==> src/rtl/dzh_map.svh <==
// Field positions, method codes and timing counts of the homing sequencer.
`ifndef DZH_MAP_SVH
`define DZH_MAP_SVH

// ----------------------------------------------------------------
// Control word and status word bit positions
// ----------------------------------------------------------------
`define DZH_CW_START_BIT 4
`define DZH_SW_TARGET_BIT 10
`define DZH_SW_HOMED_BIT 12

// ----------------------------------------------------------------
// Homing method codes, two's complement in eight bits
// ----------------------------------------------------------------
`define DZH_M_COUNT_F 8'hF9
`define DZH_M_COUNT_R 8'hD9
`define DZH_M_CRADLE_F 8'hF8
`define DZH_M_CRADLE_R 8'hD8
`define DZH_M_LASTZ_F 8'hF7
`define DZH_M_LASTZ_R 8'hD7
`define DZH_M_FRONT_F 8'hF6
`define DZH_M_FRONT_R 8'hD6
`define DZH_M_DOGLESS_F 8'hF5
`define DZH_M_DOGLESS_R 8'hD5

// ----------------------------------------------------------------
// Alarm number, reset values and dog sampling periods
// ----------------------------------------------------------------
`define DZH_ALARM_NUM 8'h5A
`define DZH_RST_WORD 16'h0000
`define DZH_RST_POS 32'h0000_0000
`define DZH_SMP_DIV_HOME 8'h10
`define DZH_SMP_DIV_CREEP 8'h01

`endif

==> src/rtl/dzh_pkg.sv <==
// Types shared by the homing sequencer and its dog sampler.
package dzh_pkg;

  // Speed the servo loop is told to run at.
  typedef enum logic [1:0]
  {
    DZH_SPD_STOP = 2'b00,
    DZH_SPD_HOME = 2'b01,
    DZH_SPD_CREEP = 2'b10
  } dzh_speed_t;

  // Family of a homing method; the mirrored twin shares the family.
  typedef enum logic [2:0]
  {
    DZH_K_COUNT = 3'b000,
    DZH_K_CRADLE = 3'b001,
    DZH_K_LASTZ = 3'b010,
    DZH_K_FRONT = 3'b011,
    DZH_K_DOGLESS = 3'b100
  } dzh_kind_t;

  // Motion command handed to the servo loop.
  typedef struct packed
  {
    logic fwd;
    dzh_speed_t speed;
  } dzh_motion_t;

  // Sensor inputs seen by the sequencer.
  typedef struct packed
  {
    logic dog;
    logic z_phase;
    logic stroke_fwd;
    logic stroke_rev;
  } dzh_sense_t;

endpackage

==> src/rtl/dzh_dog_sampler.sv <==
// Speed-dependent sampler of the proximity-dog input with edge pulses.
`timescale 1ns/1ps
`include "dzh_map.svh"
module dzh_dog_sampler
#(
  parameter logic [7:0] DIV_HOME = `DZH_SMP_DIV_HOME,
  parameter logic [7:0] DIV_CREEP = `DZH_SMP_DIV_CREEP
)
(
  input wire logic ref_clk, // System clock.
  input wire logic rst_b, // Asynchronous reset, active low.
  input wire dzh_pkg::dzh_speed_t speed, // Speed currently commanded.
  input wire logic dog_in, // Raw dog level.
  output logic dog_level, // Sampled dog level.
  output logic dog_front, // One-cycle pulse on a sampled rising dog.
  output logic dog_rear // One-cycle pulse on a sampled falling dog.
);
  import dzh_pkg::*;

  logic [7:0] smp_cnt;
  logic smp_en;
  logic [7:0] period;

  // ----------------------------------------------------------------
  // Sample enable
  // ----------------------------------------------------------------
  // The dog is read only on this enable, so a faster approach sees a coarser front edge.
  always_comb
  begin
    case (speed)
      DZH_SPD_HOME: period = DIV_HOME;
      DZH_SPD_CREEP: period = DIV_CREEP;
      default: period = 8'h01;
    endcase
  end

  assign smp_en = (smp_cnt == 8'h00);

  // Free-running divider reloaded from the current period.
  always_ff @(posedge ref_clk or negedge rst_b)
  begin
    if (!rst_b)
      smp_cnt <= 8'h00;
    else if (smp_en)
      smp_cnt <= period - 8'h01;
    else
      smp_cnt <= smp_cnt - 8'h01;
  end

  // Sampled level and edge pulses.
  always_ff @(posedge ref_clk or negedge rst_b)
  begin
    if (!rst_b)
    begin
      dog_level <= 1'b0;
      dog_front <= 1'b0;
      dog_rear <= 1'b0;
    end
    else
    begin
      dog_front <= smp_en && dog_in && !dog_level;
      dog_rear <= smp_en && !dog_in && dog_level;
      if (smp_en)
        dog_level <= dog_in;
    end
  end

endmodule // dzh_dog_sampler

==> src/rtl/dzh_homing.sv <==
// Dog and Z-phase homing sequencer with mirrored-direction methods.
`timescale 1ns/1ps
`include "dzh_map.svh"

// How it works
// - Methods -39 to -43 run the -7 to -11 sequences in opposite direction.
// - Count type latches the dog front end from a sampled dog input.
// - Dog sampling is coarser at homing speed, so the error grows with speed.
// - Count type alarms if post-dog distance ends before creep speed is reached.
// - In I/O mode completion loads the home position value as current position.
// - Home shift distance comes from two parameter halves.
// - Post-dog travel distance comes from two parameter halves.
// - Last Z-phase type alarms if the dog rear is met before stopping.
// - Starting on the dog, all but the dogless types first retract before the dog, then home.
module dzh_homing
(
  input wire logic ref_clk, // 40 MHz system clock.
  input wire logic rst_b, // Asynchronous reset, active low.
  input wire logic [15:0] ctrl_word, // Control word from the motion controller.
  input wire logic [7:0] homing_method, // Selected method code, signed.
  input wire logic io_mode, // High when the amplifier runs in I/O mode.
  input wire dzh_pkg::dzh_sense_t sense, // Dog, Z-phase and stroke end levels.
  input wire logic pos_step, // One pulse per encoder unit of travel.
  input wire logic at_creep, // Speed has come down to creep speed.
  input wire logic motor_stopped, // Motor is at standstill.
  input wire logic [15:0] home_shift_param_a, // Home shift distance, low half.
  input wire logic [15:0] home_shift_param_b, // Home shift distance, high half.
  input wire logic [15:0] post_switch_travel_a, // Travel after dog, low half.
  input wire logic [15:0] post_switch_travel_b, // Travel after dog, high half.
  input wire logic [15:0] home_position_value_a, // Home position data, low half.
  input wire logic [15:0] home_position_value_b, // Home position data, high half.
  output dzh_pkg::dzh_motion_t motion, // Direction and speed for the servo loop.
  output logic [15:0] status_word, // Status word to the motion controller.
  output logic homing_incomplete_alarm, // Homing alarm, held until next start.
  output logic [7:0] alarm_code, // Alarm number while the alarm stands.
  output logic home_pos_load, // One-cycle pulse: load home_pos_data.
  output logic [31:0] home_pos_data // Value to load as current position.
);
  import dzh_pkg::*;

  typedef enum logic [3:0]
  {
    ST_IDLE = 4'b0000,
    ST_RETRACT = 4'b0001,
    ST_SEEK = 4'b0010,
    ST_ESCAPE = 4'b0011,
    ST_POSTDOG = 4'b0100,
    ST_STOPDOG = 4'b0101,
    ST_CRADLE_BACK = 4'b0110,
    ST_CRADLE_FWD = 4'b0111,
    ST_Z_BACK = 4'b1000,
    ST_Z_WAIT = 4'b1001,
    ST_SHIFT = 4'b1010,
    ST_SETTLE = 4'b1011,
    ST_FAULT = 4'b1100
  } dzh_state_t;

  dzh_state_t state;
  dzh_state_t next_state;
  dzh_kind_t kind;
  dzh_kind_t next_kind;
  logic home_fwd;
  logic next_home_fwd;
  logic method_ok;
  logic start_prev;
  logic start_edge;
  logic [31:0] travel;
  logic [31:0] shift_dist;
  logic [31:0] post_dist;
  logic [31:0] home_value;
  logic dog_level;
  logic dog_front;
  logic dog_rear;
  logic stroke_ahead;
  logic escape_seen;
  dzh_motion_t next_motion;

  // ----------------------------------------------------------------
  // Configuration words and method decode
  // ----------------------------------------------------------------
  assign shift_dist = {home_shift_param_b, home_shift_param_a};
  assign post_dist = {post_switch_travel_b, post_switch_travel_a};
  assign home_value = {home_position_value_b, home_position_value_a};
  assign start_edge = ctrl_word[`DZH_CW_START_BIT] && !start_prev;
  assign stroke_ahead = motion.fwd ? sense.stroke_fwd : sense.stroke_rev;

  // Each mirrored twin maps to the same family with the home direction reversed.
  always_comb
  begin
    method_ok = 1'b1;
    next_home_fwd = 1'b1;
    case (homing_method)
      `DZH_M_COUNT_F: next_kind = DZH_K_COUNT;
      `DZH_M_CRADLE_F: next_kind = DZH_K_CRADLE;
      `DZH_M_LASTZ_F: next_kind = DZH_K_LASTZ;
      `DZH_M_FRONT_F: next_kind = DZH_K_FRONT;
      `DZH_M_DOGLESS_F: next_kind = DZH_K_DOGLESS;
      `DZH_M_COUNT_R:
      begin
        next_kind = DZH_K_COUNT;
        next_home_fwd = 1'b0;
      end
      `DZH_M_CRADLE_R:
      begin
        next_kind = DZH_K_CRADLE;
        next_home_fwd = 1'b0;
      end
      `DZH_M_LASTZ_R:
      begin
        next_kind = DZH_K_LASTZ;
        next_home_fwd = 1'b0;
      end
      `DZH_M_FRONT_R:
      begin
        next_kind = DZH_K_FRONT;
        next_home_fwd = 1'b0;
      end
      `DZH_M_DOGLESS_R:
      begin
        next_kind = DZH_K_DOGLESS;
        next_home_fwd = 1'b0;
      end
      default:
      begin
        next_kind = DZH_K_COUNT;
        method_ok = 1'b0;
      end
    endcase
  end

  // ----------------------------------------------------------------
  // Dog sampling
  // ----------------------------------------------------------------
  // The sample period follows the commanded speed.
  dzh_dog_sampler u_dog
  (
    .ref_clk(ref_clk),
    .rst_b(rst_b),
    .speed(motion.speed),
    .dog_in(sense.dog),
    .dog_level(dog_level),
    .dog_front(dog_front),
    .dog_rear(dog_rear)
  );

  // ----------------------------------------------------------------
  // Sequence
  // ----------------------------------------------------------------
  // Next state; a new start is only taken when idle, settled or faulted.
  always_comb
  begin
    next_state = state;
    case (state)
      ST_IDLE, ST_FAULT, ST_SETTLE:
        if (start_edge && method_ok)
          next_state = (sense.dog && next_kind != DZH_K_DOGLESS) ? ST_RETRACT : ST_SEEK;
      ST_RETRACT:
        if (dog_rear || !dog_level)
          next_state = ST_SEEK;
      ST_SEEK:
        if (kind == DZH_K_DOGLESS && sense.z_phase)
          next_state = ST_SHIFT;
        else if (kind != DZH_K_DOGLESS && dog_front)
        begin
          case (kind)
            DZH_K_COUNT: next_state = ST_POSTDOG;
            DZH_K_CRADLE: next_state = ST_CRADLE_BACK;
            DZH_K_LASTZ: next_state = ST_STOPDOG;
            default: next_state = ST_SHIFT;
          endcase
        end
        else if (stroke_ahead)
          next_state = ST_ESCAPE;
      ST_ESCAPE:
        if (kind == DZH_K_DOGLESS || (escape_seen && !dog_level))
          next_state = ST_SEEK;
      ST_POSTDOG:
        if (travel >= post_dist)
          next_state = at_creep ? ST_SHIFT : ST_FAULT;
      ST_STOPDOG:
        if (dog_rear)
          next_state = ST_FAULT;
        else if (motor_stopped)
          next_state = ST_Z_BACK;
      ST_CRADLE_BACK:
        if (dog_rear)
          next_state = ST_CRADLE_FWD;
      ST_CRADLE_FWD:
        if (dog_front)
          next_state = ST_SHIFT;
      ST_Z_BACK:
        if (!dog_level)
          next_state = ST_Z_WAIT;
      ST_Z_WAIT:
        if (sense.z_phase)
          next_state = ST_SHIFT;
      ST_SHIFT:
        if (travel >= shift_dist)
          next_state = ST_SETTLE;
      default: next_state = ST_IDLE;
    endcase
  end

  // Motion per state; away-from-home travel uses the mirrored direction.
  always_comb
  begin
    next_motion.fwd = home_fwd;
    next_motion.speed = DZH_SPD_HOME;
    case (next_state)
      ST_RETRACT, ST_ESCAPE:
        next_motion.fwd = (state == ST_IDLE || state == ST_FAULT || state == ST_SETTLE) ? !next_home_fwd : !home_fwd;
      ST_SEEK:
        if (state == ST_IDLE || state == ST_FAULT || state == ST_SETTLE)
          next_motion.fwd = next_home_fwd;
      ST_POSTDOG, ST_CRADLE_FWD, ST_Z_WAIT, ST_SHIFT: next_motion.speed = DZH_SPD_CREEP;
      ST_CRADLE_BACK, ST_Z_BACK:
      begin
        next_motion.fwd = !home_fwd;
        next_motion.speed = DZH_SPD_CREEP;
      end
      ST_STOPDOG, ST_IDLE, ST_SETTLE, ST_FAULT: next_motion.speed = DZH_SPD_STOP;
      default: next_motion.speed = DZH_SPD_STOP;
    endcase
  end

  // State, method latch and motion command registers.
  always_ff @(posedge ref_clk or negedge rst_b)
  begin
    if (!rst_b)
    begin
      state <= ST_IDLE;
      kind <= DZH_K_COUNT;
      home_fwd <= 1'b1;
      start_prev <= 1'b0;
      motion <= '{fwd: 1'b1, speed: DZH_SPD_STOP};
    end
    else
    begin
      state <= next_state;
      start_prev <= ctrl_word[`DZH_CW_START_BIT];
      motion <= next_motion;
      if (start_edge && method_ok && (state == ST_IDLE || state == ST_FAULT || state == ST_SETTLE))
      begin
        kind <= next_kind;
        home_fwd <= next_home_fwd;
      end
    end
  end

  // Distance travelled since the current state was entered.
  always_ff @(posedge ref_clk or negedge rst_b)
  begin
    if (!rst_b)
      travel <= `DZH_RST_POS;
    else if (next_state != state)
      travel <= `DZH_RST_POS;
    else if (pos_step)
      travel <= travel + 32'h0000_0001;
  end

  // Escape from a stroke end, in all but the dogless type, must pass fully back across the dog before seeking again.
  always_ff @(posedge ref_clk or negedge rst_b)
  begin
    if (!rst_b)
      escape_seen <= 1'b0;
    else if (state != ST_ESCAPE)
      escape_seen <= 1'b0;
    else if (dog_level)
      escape_seen <= 1'b1;
  end

  // ----------------------------------------------------------------
  // Status, alarm and home position load
  // ----------------------------------------------------------------
  // Status bits fall on a new start and rise once the shift has ended.
  always_ff @(posedge ref_clk or negedge rst_b)
  begin
    if (!rst_b)
      status_word <= `DZH_RST_WORD;
    else if (next_state == ST_SETTLE && state == ST_SHIFT)
    begin
      status_word[`DZH_SW_HOMED_BIT] <= 1'b1;
      status_word[`DZH_SW_TARGET_BIT] <= 1'b1;
    end
    else if (next_state != state && next_state != ST_SETTLE)
      status_word <= `DZH_RST_WORD;
  end

  // The alarm holds until the controller starts homing again.
  always_ff @(posedge ref_clk or negedge rst_b)
  begin
    if (!rst_b)
    begin
      homing_incomplete_alarm <= 1'b0;
      alarm_code <= 8'h00;
    end
    else if (next_state == ST_FAULT && state != ST_FAULT)
    begin
      homing_incomplete_alarm <= 1'b1;
      alarm_code <= `DZH_ALARM_NUM;
    end
    else if (state == ST_FAULT && next_state != ST_FAULT)
    begin
      homing_incomplete_alarm <= 1'b0;
      alarm_code <= 8'h00;
    end
  end

  // Completion in I/O mode loads the configured home value; other modes keep position.
  always_ff @(posedge ref_clk or negedge rst_b)
  begin
    if (!rst_b)
    begin
      home_pos_load <= 1'b0;
      home_pos_data <= `DZH_RST_POS;
    end
    else
    begin
      home_pos_load <= io_mode && state == ST_SHIFT && next_state == ST_SETTLE;
      if (io_mode && state == ST_SHIFT && next_state == ST_SETTLE)
        home_pos_data <= home_value;
    end
  end

endmodule // dzh_homing

==> config.mk <==
export PLATFORM = sky130hd
export DESIGN_NAME = dzh_homing
export DESIGN_NICKNAME = d
export VERILOG_FILES = /design/src/rtl/dzh_pkg.sv /design/src/rtl/dzh_dog_sampler.sv /design/src/rtl/dzh_homing.sv
export VERILOG_INCLUDE_DIRS = /design/src /design/src/rtl
export SDC_FILE = /design/constraint.sdc
export NUM_CORES = 1
export LEC_CHECK = 0
export BUFFER_PORTS_ARGS = -buffer_cell sky130_fd_sc_hd__buf_4
export CAP_MARGIN = 10
export CORE_ASPECT_RATIO = 0.8
export CORE_MARGIN = 5
export CORE_UTILIZATION = 31
export CTS_CLUSTER_DIAMETER = 120
export DETAILED_ROUTE_END_ITERATION = 7
export PLACE_DENSITY = 0.6
export SYNTH_ARGS = -nofsm -noshare
export SYNTH_HDL_FRONTEND = slang
export SYNTH_SLANG_ARGS = --single-unit
export TNS_END_PERCENT = 10
==> constraint.sdc <==
create_clock -name ref_clk -period 4 [get_ports ref_clk]
set_input_delay 0.2 -clock ref_clk [delete_from_list [all_inputs] [get_ports ref_clk]]
set_output_delay 0.2 -clock ref_clk [all_outputs]
set_load 0.03 [all_outputs]
# [Word level (Yosys, flattened, before mapping)]
# Index checks and enable logic that the tools add are counted.
[word_totals] regBits=100 in_bits=130 output_inout_bits=61 wordCells=148
[classes] add_sub_neg=3 n_lt_le_gt_ge=2 n_eq_ne=44 n_mux=39 reduce_logical=43
[op_table] operator="8-bit equality test (second input constant)" count=10
[op_table] operator="32-bit >= comparator" count=2
[op_table] operator="32-bit two-way mux" count=2
[op_table] operator="4-bit two-way mux" count=14
[op_table] operator="4-bit one-hot mux with 11 select lines" count=1
[op_table] operator="4-bit equality test (second input constant)" count=10
[op_table] operator="32-bit by 1-bit adder with 32-bit output (second input constant)" count=1
[op_table] operator="4-bit by 3-bit equality test with 1-bit output (second input constant)" count=7
[op_table] operator="8-bit two-way mux" count=3
[op_table] operator="1-bit logical AND" count=17
[op_table] operator="4-bit by 2-bit equality test with 1-bit output (second input constant)" count=4
[op_table] operator="13-bit two-way mux" count=1
[op_table] operator="4-bit != test (second input constant)" count=3
[op_table] operator="3-bit one-hot mux with 4 select lines" count=1
[op_table] operator="4-bit one-hot mux with 3 select lines" count=1
[op_table] operator="2-bit OR reduction" count=6
[op_table] operator="1-bit two-way mux" count=11
[op_table] operator="10-bit OR reduction" count=1
[op_table] operator="4-bit by 1-bit equality test with 1-bit output (second input constant)" count=2
[op_table] operator="8-bit logical NOT" count=1
[op_table] operator="2-bit nonzero test" count=4
[op_table] operator="8-bit by 1-bit subtractor with 8-bit output (second input constant)" count=1
[op_table] operator="3-bit != test (second input constant)" count=2
[op_table] operator="3-bit OR reduction" count=2
[op_table] operator="18 further kinds" count=24

# [Logic depth before layout (Yosys ltp)]
[depth] ltp_word=12 mapped_depth=11 depth_no_buf=11

# [Cells and area by module]
# A second synthesis with hierarchy kept.
[hier_totals] hier_cells=686 hier_area_um2=6426.2
[by_module_without_submodules] module="dzh_homing" n_inst=1 cells_each=645 area_per_inst_um2=5941.9 seq_area_each_um2=2004.4
[by_module_without_submodules] module="dzh_dog_sampler" n_inst=1 cells_each=41 area_per_inst_um2=484.2 seq_area_each_um2=275.3

# [Worst setup path after synthesis]
# Ideal clock, no wire load.
[synth_timing] path_kind="register to register" start="reg travel[0]" end="reg alarm_code[4]" setup_time_ns=0.125 arrival_ns=2.762 required_ns=3.875 path_slack_ns=1.113 path_stages_with_launch=12 n_path_buf=0 period_less_slack_ns=2.887 cell_sequence="dfrtp_1 inv_1 ha_1 nand2b_1 a2111oi_2 o41ai_1 or3_1 a21oi_1 nor2_1 nor2_1 ha_1 mux2_2"
[synth_between] elab_chain_cells=6 word_cells_on_any_way=11 cone_classes="order compare: 2; eq/ne: 2; mux: 4; reduce/logical: 3"
[synth_rtl] element="start, declared" line_no="dzh_homing.sv:67" rtl="logic [31:0] travel;"
[synth_rtl] element="start signal, assigned" line_no="dzh_homing.sv:254" rtl="travel <= `DZH_RST_POS;"
[synth_rtl] element="start signal, assigned" line_no="dzh_homing.sv:256" rtl="travel <= `DZH_RST_POS;"
[synth_rtl] element="start signal, assigned" line_no="dzh_homing.sv:258" rtl="travel <= travel + 32'h0000_0001;"
[synth_rtl] element="32-bit >= comparator (on tied branches)" line_no="dzh_homing.sv:198, dzh_homing.sv:178"
[synth_rtl] element="4-bit two-way mux (on tied branches)" line_no="dzh_homing.sv:198, dzh_homing.sv:178"
[synth_rtl] element="4-bit one-hot mux with 11 select lines *" line_no="dzh_homing.sv:153" rtl="case (state)"
[synth_rtl] element="4-bit equality test or 4-bit != test (tied branches)" line_no="dzh_homing.sv:297, dzh_homing.sv:302"
[synth_rtl] element="1-bit logical AND (on tied branches)" line_no="dzh_homing.sv:297, dzh_homing.sv:302"
[synth_rtl] element="8-bit two-way mux or 2-bit nonzero test (tied branches)"
[synth_rtl] element="end signal, assigned" line_no="dzh_homing.sv:300" rtl="alarm_code <= `DZH_ALARM_NUM;"
[synth_rtl] element="end, declared" line_no="dzh_homing.sv:35" rtl="output logic [7:0] alarm_code,"
# Mark *: on every way between the ends. The rest lies on a longest branch, timed or not.
# A chain may end at the register's enable or synchronous reset.

# [Worst setup path in the final report]
[layout_timing] start="reg travel[11]" end="reg alarm_code[4]"
# Same word-level chain as after synthesis.

==> metrics.cfg <==
[outcome]
status = complete, no violations

[critical_path]
crit_fanout = 5
critical_path_class = reg -> reg
startpoint_type = flop
worst_r2r_endpoint = alarm_code[4]
reg2reg_from = travel[11]
cp.arrival_ns = 3.66
critPathRequiredTime_ns = 4.23
worstRegToRegCells = 10
endpoint_kind = flop
rrSetupSlack_ns = 0.57

[timing]
setup_viol = 0
layout_min_cycle_time_ns = 3.43
fmax_mhz = 292
slew_viol_final = 0
hold_viol_final = 0
worst_slew_pin_slew_ns = 0.869
rsz0062_at_grt = no
fin_setup_tns_ns = 0
whs_ns = 0.0737
slew_headroom_pct = 41.3
finalClockSkew_ns = 0.0105
min_period_over_period_pct = 85.7

[synth]
yosysSeqAreaShare_pct = 35.8
synthXorXnorAreaFrac_pct = 5.09
synth_edf_count = 0
synthArstFlopShare_pct = 100
ys_warn_count = 0
synth_compound_area_share_pct = 12.1
yosys.area_share.adder_pct = 13.3
synthSimpleGateAreaFrac_pct = 17.9
syn_inst = 664
muxShareOfSynthArea_pct = 6.82
synth-seq-cells = 91
syn_area_per_cell_um2 = 9.59
synth_top_family_by_area = simple AND/OR/NAND/NOR gates
synth_area_um2 = 6370
yosysUniqueCellTypes = 66
ys_dominant_reg_cell = dfrtp_1

[drt]
routed_wl_um = 16100
first_iter_violations = 194
wl_per_cell_um = 14.8
drt_first_pass_iters = 4
vias_per_cell = 4.75
vias = 5168
antenna_left = 0
drcViolationCount = 0

[die]
rows = 46
die_area_um2 = 23500
die_w_um = 170
core_area_um2 = 20000
start_util_pct = 31.8
die_y_um = 138
io_pins = 191

[power_and_ir_drop]
combPwrFrac_pct = 36.6
switching_share_pct = 36.0
power.density_nw_per_um2 = 396
irDropWorstVdd_uv = 219
clkPwrFrac_pct = 27.2
pwr-share-seq_pct = 36.2
p_sw_uw = 1150
internal-power_uw = 2040
p_leak_uw = 0.00409

[global_routing]
grt_max_degree = 57
globalRoute.totalOverflow = 0
antenna_found_initial = 0
grt_first_pass_wirelength_um = 26400
grt_pass1_vias = 5266
grtUsageTotal_pct = 13.6

[finish]
layout.nets = 1016
area_delta_synth_final_pct = 26.6
drive_gt1_share_pct = 31.2
design_area_um2 = 8060
antennaDiodeCount = 0

[clock_network]
cts-resized-gates = 0
clkTransAtPathRegs_ns = 0.07
insertion_delay_ns = 0.34
cts_root_buffer = clkbuf_16
clkSinkCount = 91
cts_tree = yes
htree_levels = 3
clockBufferDepth = 2
numCtsBuffers = 9

[placed_design]
place.detailed.hpwl_um = 12900
place_area_um2 = 7740
io_buffer_count = 157
place_congestion = 0.806

[job]
maxCapViolations = 0

[hold_path]
hold_depth = 2
holdPathEnd = kind[0]
hp-start = homing_method[0]
hp-class = in -> reg

-- per-layer routing --
metal | routed length, um | vias up | GRT usage [%]
li1 | - | 2608 | -
met1 | 7690 | 2417 | 18.9
met2 | 7090 | 130 | 21.0
met3 | 1130 | 13 | 4.10
met4 | 174 | 0 | 2.77
met5 | 0 | - | 0
-- critical path: stages (launching register included) --
cell,delay (ns)
dfrtp_1,0.44
ha_1,0.33
and4_1,0.24
o211ai_1,0.10
o41ai_1,0.81
or3_1,0.20
a21oi_1,0.15
nor2_1,0.30
nor2_1,0.11
ha_1,0.31
mux2_2,0.32
-- synthesized netlist by cell type, drive strengths merged, types with 6 or more instances --
cell / number / area (um^2)
dfrtp: 89 / 2230
inv: 76 / 285
ha: 67 / 838
nor2: 55 / 282
nand2: 41 / 154
mux2: 35 / 394
buf: 34 / 264
a21oi: 25 / 125
o21ai: 24 / 120
xor2: 24 / 210
nand3: 19 / 95.1
nand4: 18 / 113
xnor2: 13 / 114
nor3: 12 / 60.1
nand2b: 9 / 56.3
a211oi: 8 / 60.1
and3: 8 / 50.1
and4: 8 / 70.1
a31oi: 6 / 37.5
nor2b: 6 / 37.5
-- sequential cells by signal, indices dropped and copies added, names as in the netlist --
signal and count:
kind 3, u_dog.dog_rear 1, state 4, u_dog.dog_level 1, u_dog.dog_front 1, home_pos_data 32
u_dog.smp_cnt 8, start_prev 1, travel 32, alarm_code 1, motion 3, escape_seen 1
status_word 1, home_pos_load 1, home_fwd 1
-- how the worst max path moves through the flow --
| stage | startpoint | endpoint | slack (ns) | cells after the start |
|---|---|---|---|---|
| after global routing | travel[11] | alarm_code[4] | 0.38 | 10 |
| after CTS | travel[11] | alarm_code[4] | 0.62 | 10 |
| after global placement | travel[11] | alarm_code[4] | 0.67 | 10 |
| after detailed placement | travel[11] | alarm_code[4] | 0.64 | 10 |
| after floorplan | travel[0] | alarm_code[4] | 1.11 | 11 |
| final | travel[11] | alarm_code[4] | 0.57 | 10 |
-- power by group through the flow --
stage / logic, uW / clock network, uW / registers, uW
after CTS: 1180 / 903 / 1160
after detailed placement: 1170 / 0 / 1170
final: 1170 / 868 / 1160
after floorplan: 874 / 0 / 1130
after global routing: 1290 / 937 / 1180
after global placement: 1170 / 0 / 1170
-- what timing repair did --
item,4_1_cts,5_1_grt
hold buffers,2,0
setup buffers,0,0
hold endpoints to repair,54,0
-- logic make-up (layout without fill, tap and decap cells) --
family,count (synthesis),count (layout)
and+or+nand+nor,203,203
other,1,18
muxes,39,39
AOI/OAI and AO/OA,109,109
DFF,91,91
adders and majority gates,68,68
xor gates and xnor gates,37,37
buffers and inverters,116,259
-- layout by cell type (no fill, tap or decap), types with 6 or more instances in the layout --
| master | netlist | layout |
|---|---|---|
| buf_4 | 25 | 162 |
| dfrtp_1 | 89 | 89 |
| inv_1 | 76 | 76 |
| ha_1 | 67 | 67 |
| nand2_1 | 41 | 41 |
| mux2_2 | 35 | 35 |
| nor2_2 | 30 | 30 |
| nor2_1 | 25 | 25 |
| a21oi_1 | 25 | 25 |
| o21ai_0 | 24 | 24 |
| xor2_1 | 24 | 24 |
| nand3_1 | 19 | 19 |
| nand4_1 | 18 | 18 |
| conb_1 | 1 | 18 |
| xnor2_1 | 13 | 13 |
| nor3_1 | 12 | 12 |
| nand2b_1 | 9 | 9 |
| clkbuf_16 | 0 | 9 |
| a211oi_1 | 8 | 8 |
| and3_1 | 8 | 8 |
| and4_1 | 8 | 8 |
| nor2b_1 | 6 | 6 |
| a31oi_1 | 6 | 6 |
-- metrics by stage --
| stage | instances | util [%] | setup WS, ns | power [uW] |
|---|---|---|---|---|
| finish | 1088 | 40.3 | 0.574 | 3190 |
| global route | 1088 | 40.3 | 0.380 | 3400 |
| CTS | 1088 | 40.3 | 0.618 | 3240 |
| detailed placement | 1070 | 38.6 | 0.642 | 2350 |
| global placement | 1070 | 38.6 | 0.666 | 2340 |
| floorplan | 681 | - | 1.11 | 2010 |
-- area by class of cell --
type | count | area, um^2
fill | 1977 | 12000
multi-input combinational | 474 | 3580
inverter | 77 | 289
clock buffer | 11 | 243
tap | 264 | 330
sequential | 91 | 2280
timing repair buffer | 166 | 1280
clock inverter | 5 | 62.6
Note: power is estimated with default switching activity, not from simulation.
